## config.mk

```make
export PLATFORM = sky130hd
export DESIGN_NAME = tlt_config_regs
export DESIGN_NICKNAME = d
export VERILOG_FILES = /design/src/rtl/tlt_pkg.sv /design/src/rtl/tlt_config_regs.sv /design/src/rtl/tlt_pin_sync.sv
export VERILOG_INCLUDE_DIRS = /design/src /design/src/rtl
export SDC_FILE = /design/constraint.sdc
export NUM_CORES = 1
export LEC_CHECK = 0
export ABC_AREA = 0
export BUFFER_PORTS_ARGS = -buffer_cell sky130_fd_sc_hd__buf_2
export CORE_MARGIN = 3
export CORE_UTILIZATION = 30
export CTS_CLUSTER_SIZE = 8
export DETAILED_ROUTE_END_ITERATION = 10
export GPL_ROUTABILITY_DRIVEN = 0
export PLACE_DENSITY_LB_ADDON = 0.05
export SETUP_SLACK_MARGIN = 0.2
export SLEW_MARGIN = 20
export SYNTH_ARGS = -nofsm -noshare
export SYNTH_HDL_FRONTEND = slang
export SYNTH_SLANG_ARGS = --single-unit
```

## constraint.sdc

```tcl
create_clock -name clk -period 4 [get_ports clk]
set_input_delay 0.4 -clock clk [delete_from_list [all_inputs] [get_ports clk]]
set_output_delay 0.4 -clock clk [all_outputs]
set_load 0.02 [all_outputs]
```

## src/rtl/tlt_defines.svh

```systemverilog
// Register indices, field positions, reset values and timing counts
`ifndef TLT_DEFINES_SVH
`define TLT_DEFINES_SVH

// Register indices, byte address is four times the index
`define TLT_IDX_INT_STATUS2   8'h42
`define TLT_IDX_INT_MASK2     8'h75
`define TLT_IDX_THERMAL_THROTTLE_PIN_STATUS  8'h79
`define TLT_IDX_ASSERT_LIMIT  8'h7A
`define TLT_IDX_PULSE_CFG     8'h7B
`define TLT_IDX_PIN_CFG       8'h7D
`define TLT_IDX_TEST_ONE      8'h7E
`define TLT_IDX_TEST_TWO      8'h7F

// Reset values
`define TLT_RST_ASSERT_LIMIT  8'h00
`define TLT_RST_PULSE_CFG     8'h55
`define TLT_RST_PIN_CFG       8'h00
`define TLT_RST_TEST          8'h00
`define TLT_RST_INT_STATUS2   8'h00
`define TLT_RST_INT_MASK2     8'h00

// Field positions
`define TLT_BIT_TIMER_EVENT   5
`define TLT_BIT_ALERT_SEL     0
`define TLT_THR_LSB           2
`define TLT_THR_MSB           3
`define TLT_PIN_CFG_WMASK     8'h0D
`define TLT_INT_WMASK         8'h20

// Timing
`define TLT_CLK_PERIOD_NS     20
`define TLT_STEP_TIME_NS      22760000
`define TLT_REPORT_TIME_NS    45520000
`define TLT_STEP_CYCLES       (`TLT_STEP_TIME_NS / `TLT_CLK_PERIOD_NS)
`define TLT_REPORT_MIN_STEPS  (`TLT_REPORT_TIME_NS / `TLT_STEP_TIME_NS)

`endif

```

## src/rtl/tlt_pkg.sv

```systemverilog
// Types shared by the thermal limit and tach configuration block
package tlt_pkg;

    typedef enum logic [1:0] {
        TLT_PULSES_ONE   = 2'b00,
        TLT_PULSES_TWO   = 2'b01,
        TLT_PULSES_THREE = 2'b10,
        TLT_PULSES_FOUR  = 2'b11
    } tlt_pulse_cnt_e;

    typedef enum logic [1:0] {
        TLT_THR_20MV  = 2'b00,
        TLT_THR_40MV  = 2'b01,
        TLT_THR_80MV  = 2'b10,
        TLT_THR_130MV = 2'b11
    } tlt_threshold_e;

    typedef struct packed {
        tlt_pulse_cnt_e fanFourPulseSel;
        tlt_pulse_cnt_e fanThreePulseSel;
        tlt_pulse_cnt_e fanTwoPulseSel;
        tlt_pulse_cnt_e fanOnePulseSel;
    } tlt_pulse_cfg_s;

    typedef struct packed {
        tlt_threshold_e twoWireThresholdSel;
        logic           alertPinSelect;
        logic           measureInputEn;
    } tlt_pin_cfg_s;

endpackage : tlt_pkg

```

## src/rtl/tlt_config_regs.sv

```systemverilog
// Thermal assertion limit, tach pulse count and pin configuration registers
//
// Our own choice: the APB slave port.
`timescale 1ns/1ps
`include "tlt_defines.svh"
module tlt_config_regs #(
    parameter int unsigned STEP_CYCLES = `TLT_STEP_CYCLES,
    parameter int          ADDR_W      = 10
) (
    input  wire logic                    clk,
    input  wire logic                    reset_n,
    input  wire logic                    psel,
    input  wire logic                    penable,
    input  wire logic                    pwrite,
    input  wire logic [ADDR_W-1:0]       paddr,
    input  wire logic [31:0]             pwdata,
    input  wire logic [3:0]              pstrb,
    output logic      [31:0]             prdata,
    output logic                         pready,
    output logic                         pslverr,
    input  wire logic                    thermalThrottlePin_n,
    output tlt_pkg::tlt_pulse_cfg_s      pulseCfg,
    output tlt_pkg::tlt_pin_cfg_s        pinCfg,
    output logic                         irq,
    output logic                         alertPinOut,
    output logic                         alertPinOe_n
);

    localparam logic [20:0] STEP_LAST = 21'(STEP_CYCLES - 1);
    localparam logic [7:0]  REPORT_MIN = 8'(`TLT_REPORT_MIN_STEPS);

    ////////////////////////////////////////////////////////////////////////////
    // Signals

    logic        thermSync;
    logic        thermAsserted;
    logic        thermAssertedPrev_ff;
    logic        assertRise;
    logic [20:0] stepCnt_ff;
    logic        stepTick;
    logic [7:0]  assertDurationCount_ff;
    logic [7:0]  nxt_assertDurationCount;
    logic        assertSeenFlag_ff;
    logic [7:0]  thermStatusView;
    logic        limitHit;
    logic [7:0]  assertLimitValue_ff;
    logic [7:0]  pulseCfgReg_ff;
    logic [7:0]  pinCfgReg_ff;
    logic [7:0]  intStatus_ff;
    logic [7:0]  intMask_ff;
    logic [7:0]  regIndex;
    logic        setupPhase;
    logic        accessDone;
    logic        writeDone;
    logic        readDone;
    logic        byteWrite;
    logic [7:0]  readValue;
    logic        addrHit;
    logic [31:0] prdata_ff;
    logic        pready_ff;
    logic        pslverr_ff;
    logic        irq_ff;
    logic        alertPinOe_n_ff;
    logic        alertPinOut_ff;
    tlt_pkg::tlt_pulse_cfg_s pulseCfg_ff;
    tlt_pkg::tlt_pin_cfg_s   pinCfg_ff;

    ////////////////////////////////////////////////////////////////////////////
    // Pin synchroniser

    tlt_pin_sync #(
        .WIDTH     (1),
        .RESET_VAL (1'b1)
    ) uThermSync (
        .clk     (clk),
        .reset_n (reset_n),
        .pinIn   (thermalThrottlePin_n),
        .syncOut (thermSync)
    );

    assign thermAsserted = ~thermSync;
    assign assertRise    = thermAsserted & ~thermAssertedPrev_ff;

    always_ff @(posedge clk or negedge reset_n) begin
        if (!reset_n) begin
            thermAssertedPrev_ff <= 1'b0;
        end else begin
            thermAssertedPrev_ff <= thermAsserted;
        end
    end

    ////////////////////////////////////////////////////////////////////////////
    // APB decode

    assign regIndex   = paddr[9:2];
    assign setupPhase = psel & ~penable;
    assign accessDone = psel & penable & pready_ff;
    assign writeDone  = accessDone & pwrite & ~pslverr_ff;
    assign readDone   = accessDone & ~pwrite & ~pslverr_ff;
    assign byteWrite  = writeDone & pstrb[0];

    always_comb begin
        readValue = 8'h00;
        addrHit   = 1'b1;
        unique case (regIndex)
            `TLT_IDX_INT_STATUS2:  readValue = intStatus_ff;
            `TLT_IDX_INT_MASK2:    readValue = intMask_ff;
            `TLT_IDX_THERMAL_THROTTLE_PIN_STATUS: readValue = thermStatusView;
            `TLT_IDX_ASSERT_LIMIT: readValue = assertLimitValue_ff;
            `TLT_IDX_PULSE_CFG:    readValue = pulseCfgReg_ff;
            `TLT_IDX_PIN_CFG:      readValue = pinCfgReg_ff & `TLT_PIN_CFG_WMASK;
            `TLT_IDX_TEST_ONE:     readValue = `TLT_RST_TEST;
            `TLT_IDX_TEST_TWO:     readValue = `TLT_RST_TEST;
            default:               addrHit   = 1'b0;
        endcase
    end

    ////////////////////////////////////////////////////////////////////////////
    // APB answer

    always_ff @(posedge clk or negedge reset_n) begin
        if (!reset_n) begin
            pready_ff  <= 1'b0;
            pslverr_ff <= 1'b0;
            prdata_ff  <= 32'h0000_0000;
        end else begin
            pready_ff <= setupPhase;
            if (setupPhase) begin
                pslverr_ff <= ~addrHit;
                prdata_ff  <= pwrite ? 32'h0000_0000 : {24'h00_0000, readValue};
            end else if (accessDone) begin
                pslverr_ff <= 1'b0;
                prdata_ff  <= 32'h0000_0000;
            end
        end
    end

    ////////////////////////////////////////////////////////////////////////////
    // Configuration registers

    always_ff @(posedge clk or negedge reset_n) begin
        if (!reset_n) begin
            assertLimitValue_ff <= `TLT_RST_ASSERT_LIMIT;
        end else if (byteWrite && regIndex == `TLT_IDX_ASSERT_LIMIT) begin
            assertLimitValue_ff <= pwdata[7:0];
        end
    end

    always_ff @(posedge clk or negedge reset_n) begin
        if (!reset_n) begin
            pulseCfgReg_ff <= `TLT_RST_PULSE_CFG;
        end else if (byteWrite && regIndex == `TLT_IDX_PULSE_CFG) begin
            pulseCfgReg_ff <= pwdata[7:0];
        end
    end

    always_ff @(posedge clk or negedge reset_n) begin
        if (!reset_n) begin
            pinCfgReg_ff <= `TLT_RST_PIN_CFG;
        end else if (byteWrite && regIndex == `TLT_IDX_PIN_CFG) begin
            pinCfgReg_ff <= pwdata[7:0] & `TLT_PIN_CFG_WMASK;
        end
    end

    always_ff @(posedge clk or negedge reset_n) begin
        if (!reset_n) begin
            intMask_ff <= `TLT_RST_INT_MASK2;
        end else if (byteWrite && regIndex == `TLT_IDX_INT_MASK2) begin
            intMask_ff <= pwdata[7:0] & `TLT_INT_WMASK;
        end
    end

    ////////////////////////////////////////////////////////////////////////////
    // Configuration outputs

    always_ff @(posedge clk or negedge reset_n) begin
        if (!reset_n) begin
            pulseCfg_ff <= tlt_pkg::tlt_pulse_cfg_s'(`TLT_RST_PULSE_CFG);
            pinCfg_ff   <= '{tlt_pkg::TLT_THR_20MV, 1'b0, 1'b1};
        end else begin
            pulseCfg_ff <= tlt_pkg::tlt_pulse_cfg_s'(pulseCfgReg_ff);
            pinCfg_ff.twoWireThresholdSel <=
                tlt_pkg::tlt_threshold_e'(pinCfgReg_ff[`TLT_THR_MSB:`TLT_THR_LSB]);
            pinCfg_ff.alertPinSelect <= pinCfgReg_ff[`TLT_BIT_ALERT_SEL];
            pinCfg_ff.measureInputEn <= ~pinCfgReg_ff[`TLT_BIT_ALERT_SEL];
        end
    end

    ////////////////////////////////////////////////////////////////////////////
    // Assertion step timer

    assign stepTick = thermAsserted && (stepCnt_ff == STEP_LAST);

    always_ff @(posedge clk or negedge reset_n) begin
        if (!reset_n) begin
            stepCnt_ff <= 21'h00_0000;
        end else if (!thermAsserted || stepTick) begin
            stepCnt_ff <= 21'h00_0000;
        end else begin
            stepCnt_ff <= stepCnt_ff + 21'h00_0001;
        end
    end

    always_comb begin
        nxt_assertDurationCount = assertDurationCount_ff;
        if (readDone && regIndex == `TLT_IDX_THERMAL_THROTTLE_PIN_STATUS) begin
            nxt_assertDurationCount = 8'h00;
        end
        if (stepTick && nxt_assertDurationCount != 8'hFF) begin
            nxt_assertDurationCount = nxt_assertDurationCount + 8'h01;
        end
    end

    always_ff @(posedge clk or negedge reset_n) begin
        if (!reset_n) begin
            assertDurationCount_ff <= 8'h00;
        end else begin
            assertDurationCount_ff <= nxt_assertDurationCount;
        end
    end

    always_ff @(posedge clk or negedge reset_n) begin
        if (!reset_n) begin
            assertSeenFlag_ff <= 1'b0;
        end else if (thermAsserted) begin
            assertSeenFlag_ff <= 1'b1;
        end else if (readDone && regIndex == `TLT_IDX_THERMAL_THROTTLE_PIN_STATUS) begin
            assertSeenFlag_ff <= 1'b0;
        end
    end

    // Upper bits stay zero until the second step
    assign thermStatusView = (assertDurationCount_ff >= REPORT_MIN) ?
                             assertDurationCount_ff :
                             {7'h00, assertSeenFlag_ff};

    ////////////////////////////////////////////////////////////////////////////
    // Limit comparison and interrupt status

    always_comb begin
        limitHit = 1'b0;
        if (assertLimitValue_ff == 8'h00) begin
            limitHit = assertRise;
        end else if (stepTick) begin
            limitHit = ({1'b0, assertDurationCount_ff} + 9'h001) >
                       {1'b0, assertLimitValue_ff};
        end
    end

    always_ff @(posedge clk or negedge reset_n) begin
        if (!reset_n) begin
            intStatus_ff <= `TLT_RST_INT_STATUS2;
        end else if (limitHit) begin
            intStatus_ff[`TLT_BIT_TIMER_EVENT] <= 1'b1;
        end else if (byteWrite && regIndex == `TLT_IDX_INT_STATUS2) begin
            intStatus_ff <= intStatus_ff & ~(pwdata[7:0] & `TLT_INT_WMASK);
        end
    end

    ////////////////////////////////////////////////////////////////////////////
    // Interrupt and alert pin

    always_ff @(posedge clk or negedge reset_n) begin
        if (!reset_n) begin
            irq_ff          <= 1'b0;
            alertPinOe_n_ff <= 1'b1;
            alertPinOut_ff  <= 1'b0;
        end else begin
            irq_ff          <= |(intStatus_ff & ~intMask_ff);
            alertPinOe_n_ff <= ~(pinCfgReg_ff[`TLT_BIT_ALERT_SEL] &
                                 |(intStatus_ff & ~intMask_ff));
            alertPinOut_ff  <= 1'b0;
        end
    end

    ////////////////////////////////////////////////////////////////////////////
    // Outputs

    assign prdata       = prdata_ff;
    assign pready       = pready_ff;
    assign pslverr      = pslverr_ff;
    assign pulseCfg     = pulseCfg_ff;
    assign pinCfg       = pinCfg_ff;
    assign irq          = irq_ff;
    assign alertPinOut  = alertPinOut_ff;
    assign alertPinOe_n = alertPinOe_n_ff;

endmodule : tlt_config_regs

```

## src/rtl/tlt_pin_sync.sv

```systemverilog
// Three-stage pin synchroniser with agreement filter
`timescale 1ns/1ps
module tlt_pin_sync #(
    parameter int          WIDTH     = 1,
    parameter logic [0:0]  RESET_VAL = 1'b1
) (
    input  wire logic             clk,
    input  wire logic             reset_n,
    input  wire logic [WIDTH-1:0] pinIn,
    output logic      [WIDTH-1:0] syncOut
);

    genvar g;
    generate
        for (g = 0; g < WIDTH; g++) begin : gBit
            logic stageOne_ff;
            logic stageTwo_ff;
            logic stageThree_ff;
            logic value_ff;

            always_ff @(posedge clk or negedge reset_n) begin
                if (!reset_n) begin
                    stageOne_ff   <= RESET_VAL;
                    stageTwo_ff   <= RESET_VAL;
                    stageThree_ff <= RESET_VAL;
                    value_ff      <= RESET_VAL;
                end else begin
                    stageOne_ff   <= pinIn[g];
                    stageTwo_ff   <= stageOne_ff;
                    stageThree_ff <= stageTwo_ff;
                    if (stageTwo_ff == stageThree_ff) begin
                        value_ff <= stageThree_ff;
                    end
                end
            end

            assign syncOut[g] = value_ff;
        end
    endgenerate

endmodule : tlt_pin_sync

```

### Word-level counts from Yosys, hierarchy flattened

Cells that the tools add are included.
Widths: inputs -> output; s select.

* flip-flop bits (word level): 111
* bits in latches: 0
* memories kept: 0
* memory bits (writable): 0
* logic and storage cells: 98
* bits in read-only memories: 0

* add/subtract/negate cells: 3
* multipliers: 0
* multiplexer cells: 17
* $lt $le $gt $ge: 2
* reductions and logical operators: 15
* bitwise logic cells: 23
* divide/modulo/power cells: 0
* shift-type cells: 0
* eq/ne operators: 12

Operators with widths (number)
* $eq 8x7->1 const B: 8
* $mux 32: 2
* $pmux 8 s6: 1
* $mux 8: 4
* $add 21x1->21 const B: 1
* $eq 21x21->1 const B: 1
* $mux 21: 1
* $and 8x8->8: 2
* $not 6->8: 2
* $reduce_or 8->1: 2
* $and 1x1->1: 10
* $add 8x1->9 const B: 1
* $gt 9x8->1: 1
* $not 1->1: 9
* $add 8x1->8 const B: 1
* $ge 8x2->1 const B: 1
* $logic_and 1x1->1: 8
* $logic_not 8->1: 1
* $mux 1: 8
* $ne 8x8->1 const B: 1
* $mux 6: 1
* $reduce_bool 2->1: 2
* $ne 2x2->1 const B: 1
* $reduce_and 2->1: 1
* other kinds (2): 2

### Depth between registers and ports, before layout

Gate-level depths: netlist of run 1.

* word-level depth: 9
* depth in mapped cells: 11
* depth with buffers taken out: 11

### Modules after synthesis

A second synthesis of run 1 with hierarchy kept.

* cells, all modules: 409
* area, all modules: 4131.5 um^2

By module, submodules not included
* tlt_config_regs: instances 1, area each 4015.1 um^2, seq. area each 1914.3 um^2, cells each 404
* tlt_pin_sync: instances 1, area each 116.4 um^2, seq. area each 105.1 um^2, cells each 5

### Least setup slack after synthesis of run 1

No wires, ideal clock.

* path type: input to register
* from: input port paddr[2]
* to: register assertDurationCount_ff[3]
* path buffers: 1
* stages: 10
* setup slack: 1.390 ns
* data arrival time: 2.533 ns
* required time: 3.922 ns
* cell sequence: clkbuf_1 -> nand2b_1 -> or4_1 -> nand2_1 -> inv_1 -> ha_1 -> nand3_1 -> nor2_1 -> or4_1 -> a21oi_1

* longest elaborated chain between the ends: 6
* elaborated cells on any way between the ends: 7
* those cells by class: 1 x add/sub; 2 x eq/ne; 2 x mux; 2 x reduce/logical

RTL lines
* from (decl): RTL line tlt_config_regs.sv:15 `input wire logic [ADDR_W-1:0] paddr,`
* $eq 8x7->1 (no source line) *
* $logic_and 1x1->1 (no source line) *
* $mux 8 *: RTL line tlt_config_regs.sv:206 `` if (readDone && regIndex == `TLT_IDX_THERMAL_THROTTLE_PIN_STATUS) begin ``
* branches (longest 2 deep; another with $add 8x1->8)
* $mux 8 *: RTL line tlt_config_regs.sv:209 `if (stepTick && nxt_assertDurationCount != 8'hFF) begin`
* named net nxt_assertDurationCount[3]: RTL line tlt_config_regs.sv:42 `logic [7:0] nxt_assertDurationCount;`
* to (signal assigned): RTL line tlt_config_regs.sv:218 `assertDurationCount_ff <= nxt_assertDurationCount;`
* to (decl): RTL line tlt_config_regs.sv:41 `logic [7:0] assertDurationCount_ff;`

Mark *: on every way through the listed nets, which the timed path passes.
A chain may end at the register's enable or synchronous reset.

### Final worst setup path of run 1

* from: input port paddr[9]
* to: register assertDurationCount_ff[3]

The elaborated chain is that of the path after synthesis.

==> results.json, run 1 <==
{
  "fin_tns_setup_ns": 0,
  "power_mw": 1.78,
  "dpl-instance-area_um2": 4430,
  "worst_hold_path_type": "in2async",
  "cts_root_buf": "clkbuf_16",
  "r2r-start": "stepCnt_ff[0]$_DFF_PN0_",
  "die_area_um2": 15100,
  "global_route.usage.met3_pct": 2.70,
  "crit_type": "in2reg",
  "cp.arrival_ns": 2.97,
  "report.final.setup_viol": 0,
  "reg2reg_depth": 6,
  "clock_skew_ns": 0.00756,
  "drtIter0Drc": 156,
  "swShare_pct": 23.0,
  "leakage_nw": 2.13,
  "fin_util_pct": 35.6,
  "ios": 101,
  "wl_mm": 9.71,
  "place_inst": 619,
  "yosysWarnings": 0,
  "stdcell_count": 635,
  "fmaxAchievable_ghz": 0.369,
  "p_sw_mw": 0.410,
  "postCtsHoldBufs": 0,
  "synth_edf_count": 0,
  "synthTopCellsByCount": "66 x dfrtp_1, 39 x nand2_1, 37 x nor2_1",
  "design_area_um2": 4730,
  "area_growth_pct": 15.3,
  "synthDistinctLibCells": 53,
  "drive_gt1_share_pct": 20.7,
  "irDropWorstVdd_v": 0.000150,
  "clkPwrFrac_pct": 46.8,
  "rsz0062_at_grt": "no",
  "portBuffers": 46,
  "cp_slowest_cell": "or4_1",
  "grt_pass1_vias": 2944,
  "cp_cell_sequence": "buf_2 -> and4b_1 -> nand3b_1 -> or4_1 -> nand2_1 -> inv_1 -> ha_1 -> nand3_1 -> nor2_1 -> or4_1 -> a21oi_1",
  "diodes": 0,
  "antenna_left": 0,
  "post-place-ws_ns": 0.930,
  "grt_max_degree": 81,
  "grt_use_met1_pct": 19.5,
  "wl_per_cell_um": 15.3,
  "cp_num_cells": 11,
  "ys_seq_area_share_pct": 49.2,
  "startpoint": "paddr[9]",
  "die-height_um": 123,
  "hold_ws_ns": 0.0990,
  "period_minus_slack_ns": 2.71,
  "syn_area_um2": 4100,
  "synth_most_common_cell": "dfrtp_1",
  "critPathLaunchType": "input pin",
  "max_slew_margin_pct": 40.0,
  "period_share_pct": 67.7,
  "fill_cells": 1357,
  "post-cts-setup-buffer-count": 0,
  "yosysTopAreaCell": "dfrtp_1",
  "cts_sinks": 80,
  "path_clk_slew_ns": 0.06,
  "grt_overflow_total": 0,
  "critical-path-top-delay-family": "simple AND/OR/NAND/NOR gates",
  "cp_num_buf_inv": 2,
  "endpoint": "assertDurationCount_ff[3]$_DFF_PN0_",
  "critPathMaxFanout": 8,
  "internal_power_mw": 1.37,
  "power.density_nw_per_um2": 376,
  "grt_pass1_wl_mm": 15.9,
  "num_rows": 42,
  "cts-htree-levels": 3,
  "ys_seq_elements": 80,
  "worstMarginPinSlew_ns": 0.891,
  "r2r_end": "assertDurationCount_ff[3]$_DFF_PN0_",
  "end_kind": "flop",
  "pwr-share-comb_pct": 6.2,
  "hold_violations": 0,
  "clk_path_buf_depth": 2,
  "post_drt_via_cell_ratio": 4.73,
  "clk_latency_ns": 0.34,
  "cap_violations": 0,
  "cts_tree": "yes",
  "numCtsBuffers": 9,
  "avgSynthCellArea_um2": 10.0,
  "hpwl_mm": 7.04,
  "nets": 518,
  "grtUsageMet2_pct": 20.4,
  "synthArstFlopShare_pct": 100,
  "synth_ff_type": "dfrtp_1",
  "cts_resized": 0,
  "grt_antenna_before_repair": 0,
  "start_util_pct": 30.9,
  "drtPass1Iterations": 4,
  "r2r_slack_ns": 1.40,
  "outcome": "finished, final reports clean",
  "crit_required_ns": 4.26,
  "synth_top_area_share_pct": 40.2,
  "top_usage_layer": "met2",
  "setup_slack_ns": 1.29,
  "die_w_um": 123,
  "track_usage_pct": 13.7,
  "drc": 0,
  "cpMostUsedCell": "or4_1",
  "synthCells": 409,
  "synth_area_leaders": "dfrtp_1 40%, dfstp_2 9.0%, buf_4 4.6%",
  "core_region_area_um2": 13300,
  "vias": 3004,
  "critPathMaxStageDelay_ns": 0.65,
  "slew_violations": 0,
  "p_seq_share_pct": 47.0
}
-- routing by layer --
| metal | routed length [um] | part of all wire (%) | vias up |
|---|---|---|---|
| met5 | 0 | 0 | - |
| met4 | 176 | 1.8 | 0 |
| met3 | 433 | 4.5 | 12 |
| met2 | 4310 | 44 | 69 |
| met1 | 4790 | 49 | 1438 |
| li1 | - | - | 1485 |
-- how the worst min path moves through the flow --
stage | depth (start not counted) | from | slack (ns) | to
6_report | 1 | reset_n | 0.1 | pinCfg[2]$_DFF_PN0_
5_1_grt | 1 | reset_n | 0.16 | pinCfg[2]$_DFF_PN0_
4_1_cts | 1 | thermalThrottlePin_n | 0.15 | uThermSync.gBit[0].stageOne_ff$_DFF_PN1_
3_5_place_dp | 0 | uThermSync.gBit[0].stageOne_ff$_DFF_PN1_ | 0.35 | uThermSync.gBit[0].stageTwo_ff$_DFF_PN1_
3_3_place_gp | 0 | uThermSync.gBit[0].stageOne_ff$_DFF_PN1_ | 0.35 | uThermSync.gBit[0].stageTwo_ff$_DFF_PN1_
2_1_floorplan | 0 | reset_n | 0.10 | assertDurationCount_ff[0]$_DFF_PN0_
-- power groups by stage --
stage                     clock (mW)  sequential (mW)  combinational [mW]
after floorplan                    0            0.849              0.0803
after global placement             0            0.850               0.111
after detailed placement           0            0.850               0.111
after CTS                      0.866            0.836               0.111
after global routing           0.895            0.837               0.125
final                          0.833            0.836               0.109
-- layout by cell type, fill, tap and decap left out, types with 3 or more instances in the layout --
master,count
inv_1,16
nor2b_1,7
a21oi_1,10
conb_1,25
mux2_2,13
clkbuf_16,9
nor2_1,37
buf_4,3
o22ai_1,3
o21ai_0,23
and4_1,4
dfrtp_1,66
nand3_1,14
nor3b_1,3
xnor2_1,12
buf_2,45
nor3_1,8
and3_1,4
nand2_1,39
nand4_1,9
mux2i_1,5
dfstp_2,14
nand2b_1,4
a22o_1,11
xor2_1,13
nor4_1,10
ha_1,12
or4_1,3
-- kinds of logic after synthesis --
logic type      count (synthesis)  synth area share [%]
simple gates                  154                  19.3
flops                          80                  49.2
compound gates                 63                  9.88
buf+inv                        55                  7.50
xor+xnor                       25                  5.34
mux                            18                  4.79
fa+ha+maj                      13                  3.90
other cells                     1                0.0914
-- state kept, by name, summed over array words and instances, names as in the netlist --
register                       flops
stepCnt_ff                        21
assertDurationCount_ff             8
assertLimitValue_ff                8
prdata                             8
pulseCfgReg_ff                     8
pulseCfg                           8
pinCfg                             4
pinCfgReg_ff                       3
alertPinOe_n                       1
assertSeenFlag_ff                  1
intMask_ff                         1
intStatus_ff                       1
irq                                1
pready                             1
pslverr                            1
thermAssertedPrev_ff               1
uThermSync.gBit.stageOne_ff        1
uThermSync.gBit.stageThree_ff      1
uThermSync.gBit.stageTwo_ff        1
uThermSync.syncOut                 1
-- cell type report --
| cell class | instances | area (um2) | area share, % |
|---|---|---|---|
| multi-input cells | 298 | 1870 | 39.6 |
| clock buffers | 13 | 260 | 5.50 |
| well taps | 176 | 220 | 4.65 |
| clock inverters | 3 | 40.0 | 0.846 |
| repair buffers | 49 | 259 | 5.47 |
| inverters | 16 | 60.1 | 1.27 |
| flip-flops and latches | 80 | 2020 | 42.7 |
Power figures use the tool's default switching activity.
==> inputs of run 2 (changes only) <==
==> constraint.sdc (replaced) <==
create_clock -name clk -period 2.6 [get_ports clk]
set_input_delay 0.26 -clock clk [delete_from_list [all_inputs] [get_ports clk]]
set_output_delay 0.26 -clock clk [all_outputs]
set_load 0.02 [all_outputs]
==> run 2 against run 1 <==
- register-to-register slack worse by 1.2 ns
- clock power grew 54%
- final cell count grew 5.0%
- global-route usage up 0.49 points
- clock-buffer cell count is 4 lower
- flip-flop and latch count unchanged
- first-iteration DRC count down 4.5%
==> results.json, run 2 (same netlist as run 1, synthesis figures left out) <==
{
  "top_register": "stepCnt_ff",
  "max_slew_margin_pct": 53.8,
  "period_share_pct": 90.6,
  "post_drt_via_cell_ratio": 4.73,
  "core_region_area_um2": 13300,
  "wl_mm": 10.2,
  "rsz0062_at_grt": "yes",
  "critPathMaxFanout": 7,
  "drtIter0Drc": 149,
  "cp_slowest_cell": "or4_4",
  "hpwl_mm": 7.49,
  "drtPass1Iterations": 5,
  "track_usage_pct": 14.2,
  "cts_tree": "yes",
  "wl_per_cell_um": 15.3,
  "worst_hold_path_type": "in2reg",
  "grt_overflow_total": 0,
  "clk_latency_ns": 0.35,
  "cpMostUsedCell": "or4_4",
  "cap_violations": 0,
  "die_area_um2": 15100,
  "grt_pass1_wl_mm": 16.4,
  "layout_common_cells": "66 x dfrtp_1, 45 x buf_2, 37 x nand2_1, 35 x nor2_1, 33 x buf_4",
  "numCtsBuffers": 9,
  "area_growth_pct": 23.1,
  "drc": 0,
  "drive_gt1_share_pct": 29.1,
  "die-height_um": 123,
  "cts_sinks": 80,
  "grt_pass1_vias": 3066,
  "cp.arrival_ns": 2.64,
  "hold_violations": 0,
  "worstMarginPinSlew_ns": 0.688,
  "power_mw": 2.78,
  "irDropWorstVdd_v": 0.000283,
  "critPathMaxStageDelay_ns": 0.53,
  "clk_path_buf_depth": 2,
  "diodes": 0,
  "nets": 550,
  "fin_tns_setup_ns": 0,
  "start_util_pct": 30.9,
  "largest_reg_flops": 21,
  "cts_root_buf": "clkbuf_16",
  "power.density_nw_per_um2": 549,
  "crit_required_ns": 2.88,
  "end_kind": "flop",
  "antenna_left": 0,
  "cp_cell_sequence": "or3b_1 -> or4_4 -> or3_4 -> or4_4 -> a21oi_2",
  "clock_skew_ns": 0.0105,
  "period_minus_slack_ns": 2.36,
  "critPathLaunchType": "flop",
  "die_w_um": 123,
  "portBuffers": 46,
  "reg2reg_depth": 5,
  "vias": 3156,
  "ios": 101,
  "grt_antenna_before_repair": 0,
  "slew_violations": 0,
  "num_rows": 42,
  "crit_type": "reg2reg",
  "outcome": "finished, final reports clean",
  "cts-htree-levels": 3,
  "path_clk_slew_ns": 0.06,
  "fmaxAchievable_ghz": 0.424,
  "layout_commonest_cell": "dfrtp_1",
  "grt_max_degree": 42,
  "holdPathStages": 2,
  "report.final.setup_viol": 0,
  "leakage_nw": 2.29
}
-- run 2: per-stage QoR --
stage	setup WS [ns]	hold WS (ns)	instances	utilization (%)	area, um2
finish	0.243	0.125	667	38.0	5050
detailed placement	0.100	0.292	640	34.7	4610
floorplan	0.203	-0.0356	433	-	4210
global placement	0.0673	0.291	640	34.7	4610
global route	0.163	0.147	667	38.0	5050
CTS	0.213	0.108	659	37.1	4940
-- run 2: what timing repair did --
action                                  CTS  global route
resized for setup                         1            15
endpoints found under the setup margin    4             6
endpoints found under the hold margin    38             0
buffers inserted                          1             8
cloned                                    0             0
hold buffers                              2             0
pin swaps                                 0             9
-- run 2: final cells by class --
| class | instances | area [um2] |
|---|---|---|
| Fill cell | 1340 | 8240 |
| Sequential cell | 80 | 2020 |
| Multi-Input combinational cell | 298 | 1940 |
| Timing Repair Buffer | 81 | 513 |
| Clock buffer | 9 | 225 |
| Tap cell | 176 | 220 |
| Clock inverter | 7 | 70.1 |
| Inverter | 16 | 60.1 |
-- run 2: final timing paths --
check / from / slack [ns] / end
max in group asynchronous: reset_n / 1.50 / pulseCfgReg_ff[6]$_DFFE_PN1P_
setup reg to reg: stepCnt_ff[17]$_DFF_PN0_ / 0.24 / assertDurationCount_ff[5]$_DFF_PN0_
hold / removal: penable / 0.12 / pready$_DFF_PN0_
min in group asynchronous: reset_n / 0.43 / prdata[3]$_DFFE_PN0P_
hold reg to reg: uThermSync.gBit[0].stageOne_ff$_DFF_PN1_ / 0.36 / uThermSync.gBit[0].stageTwo_ff$_DFF_PN1_
setup / recovery: stepCnt_ff[17]$_DFF_PN0_ / 0.24 / assertDurationCount_ff[5]$_DFF_PN0_
-- run 2: per-layer routing --
layer  wire (um)  up-vias  GRT usage, %
met1        4890     1518          19.5
met4         195        0          6.09
li1            -     1546             -
met2        4650       77          21.9
met3         491       15          2.88
met5           0        -             0
-- run 2: power by group --
part | switching (mW) | leakage (nW) | total, mW | internal, mW
combinational | 0.139 | 1.16 | 0.211 | 0.0724
sequential | 0.0137 | 0.987 | 1.28 | 1.27
clock | 0.541 | 0.146 | 1.28 | 0.743
total | 0.693 | 2.29 | 2.78 | 2.08
-- run 2: critical path, delay by kind of cell (launching register included) --
kind,cells,cell delay (ns)
AO/OA/AOI/OAI,1,0.12
AND/OR/NAND/NOR,4,1.78
flip-flops,1,0.39
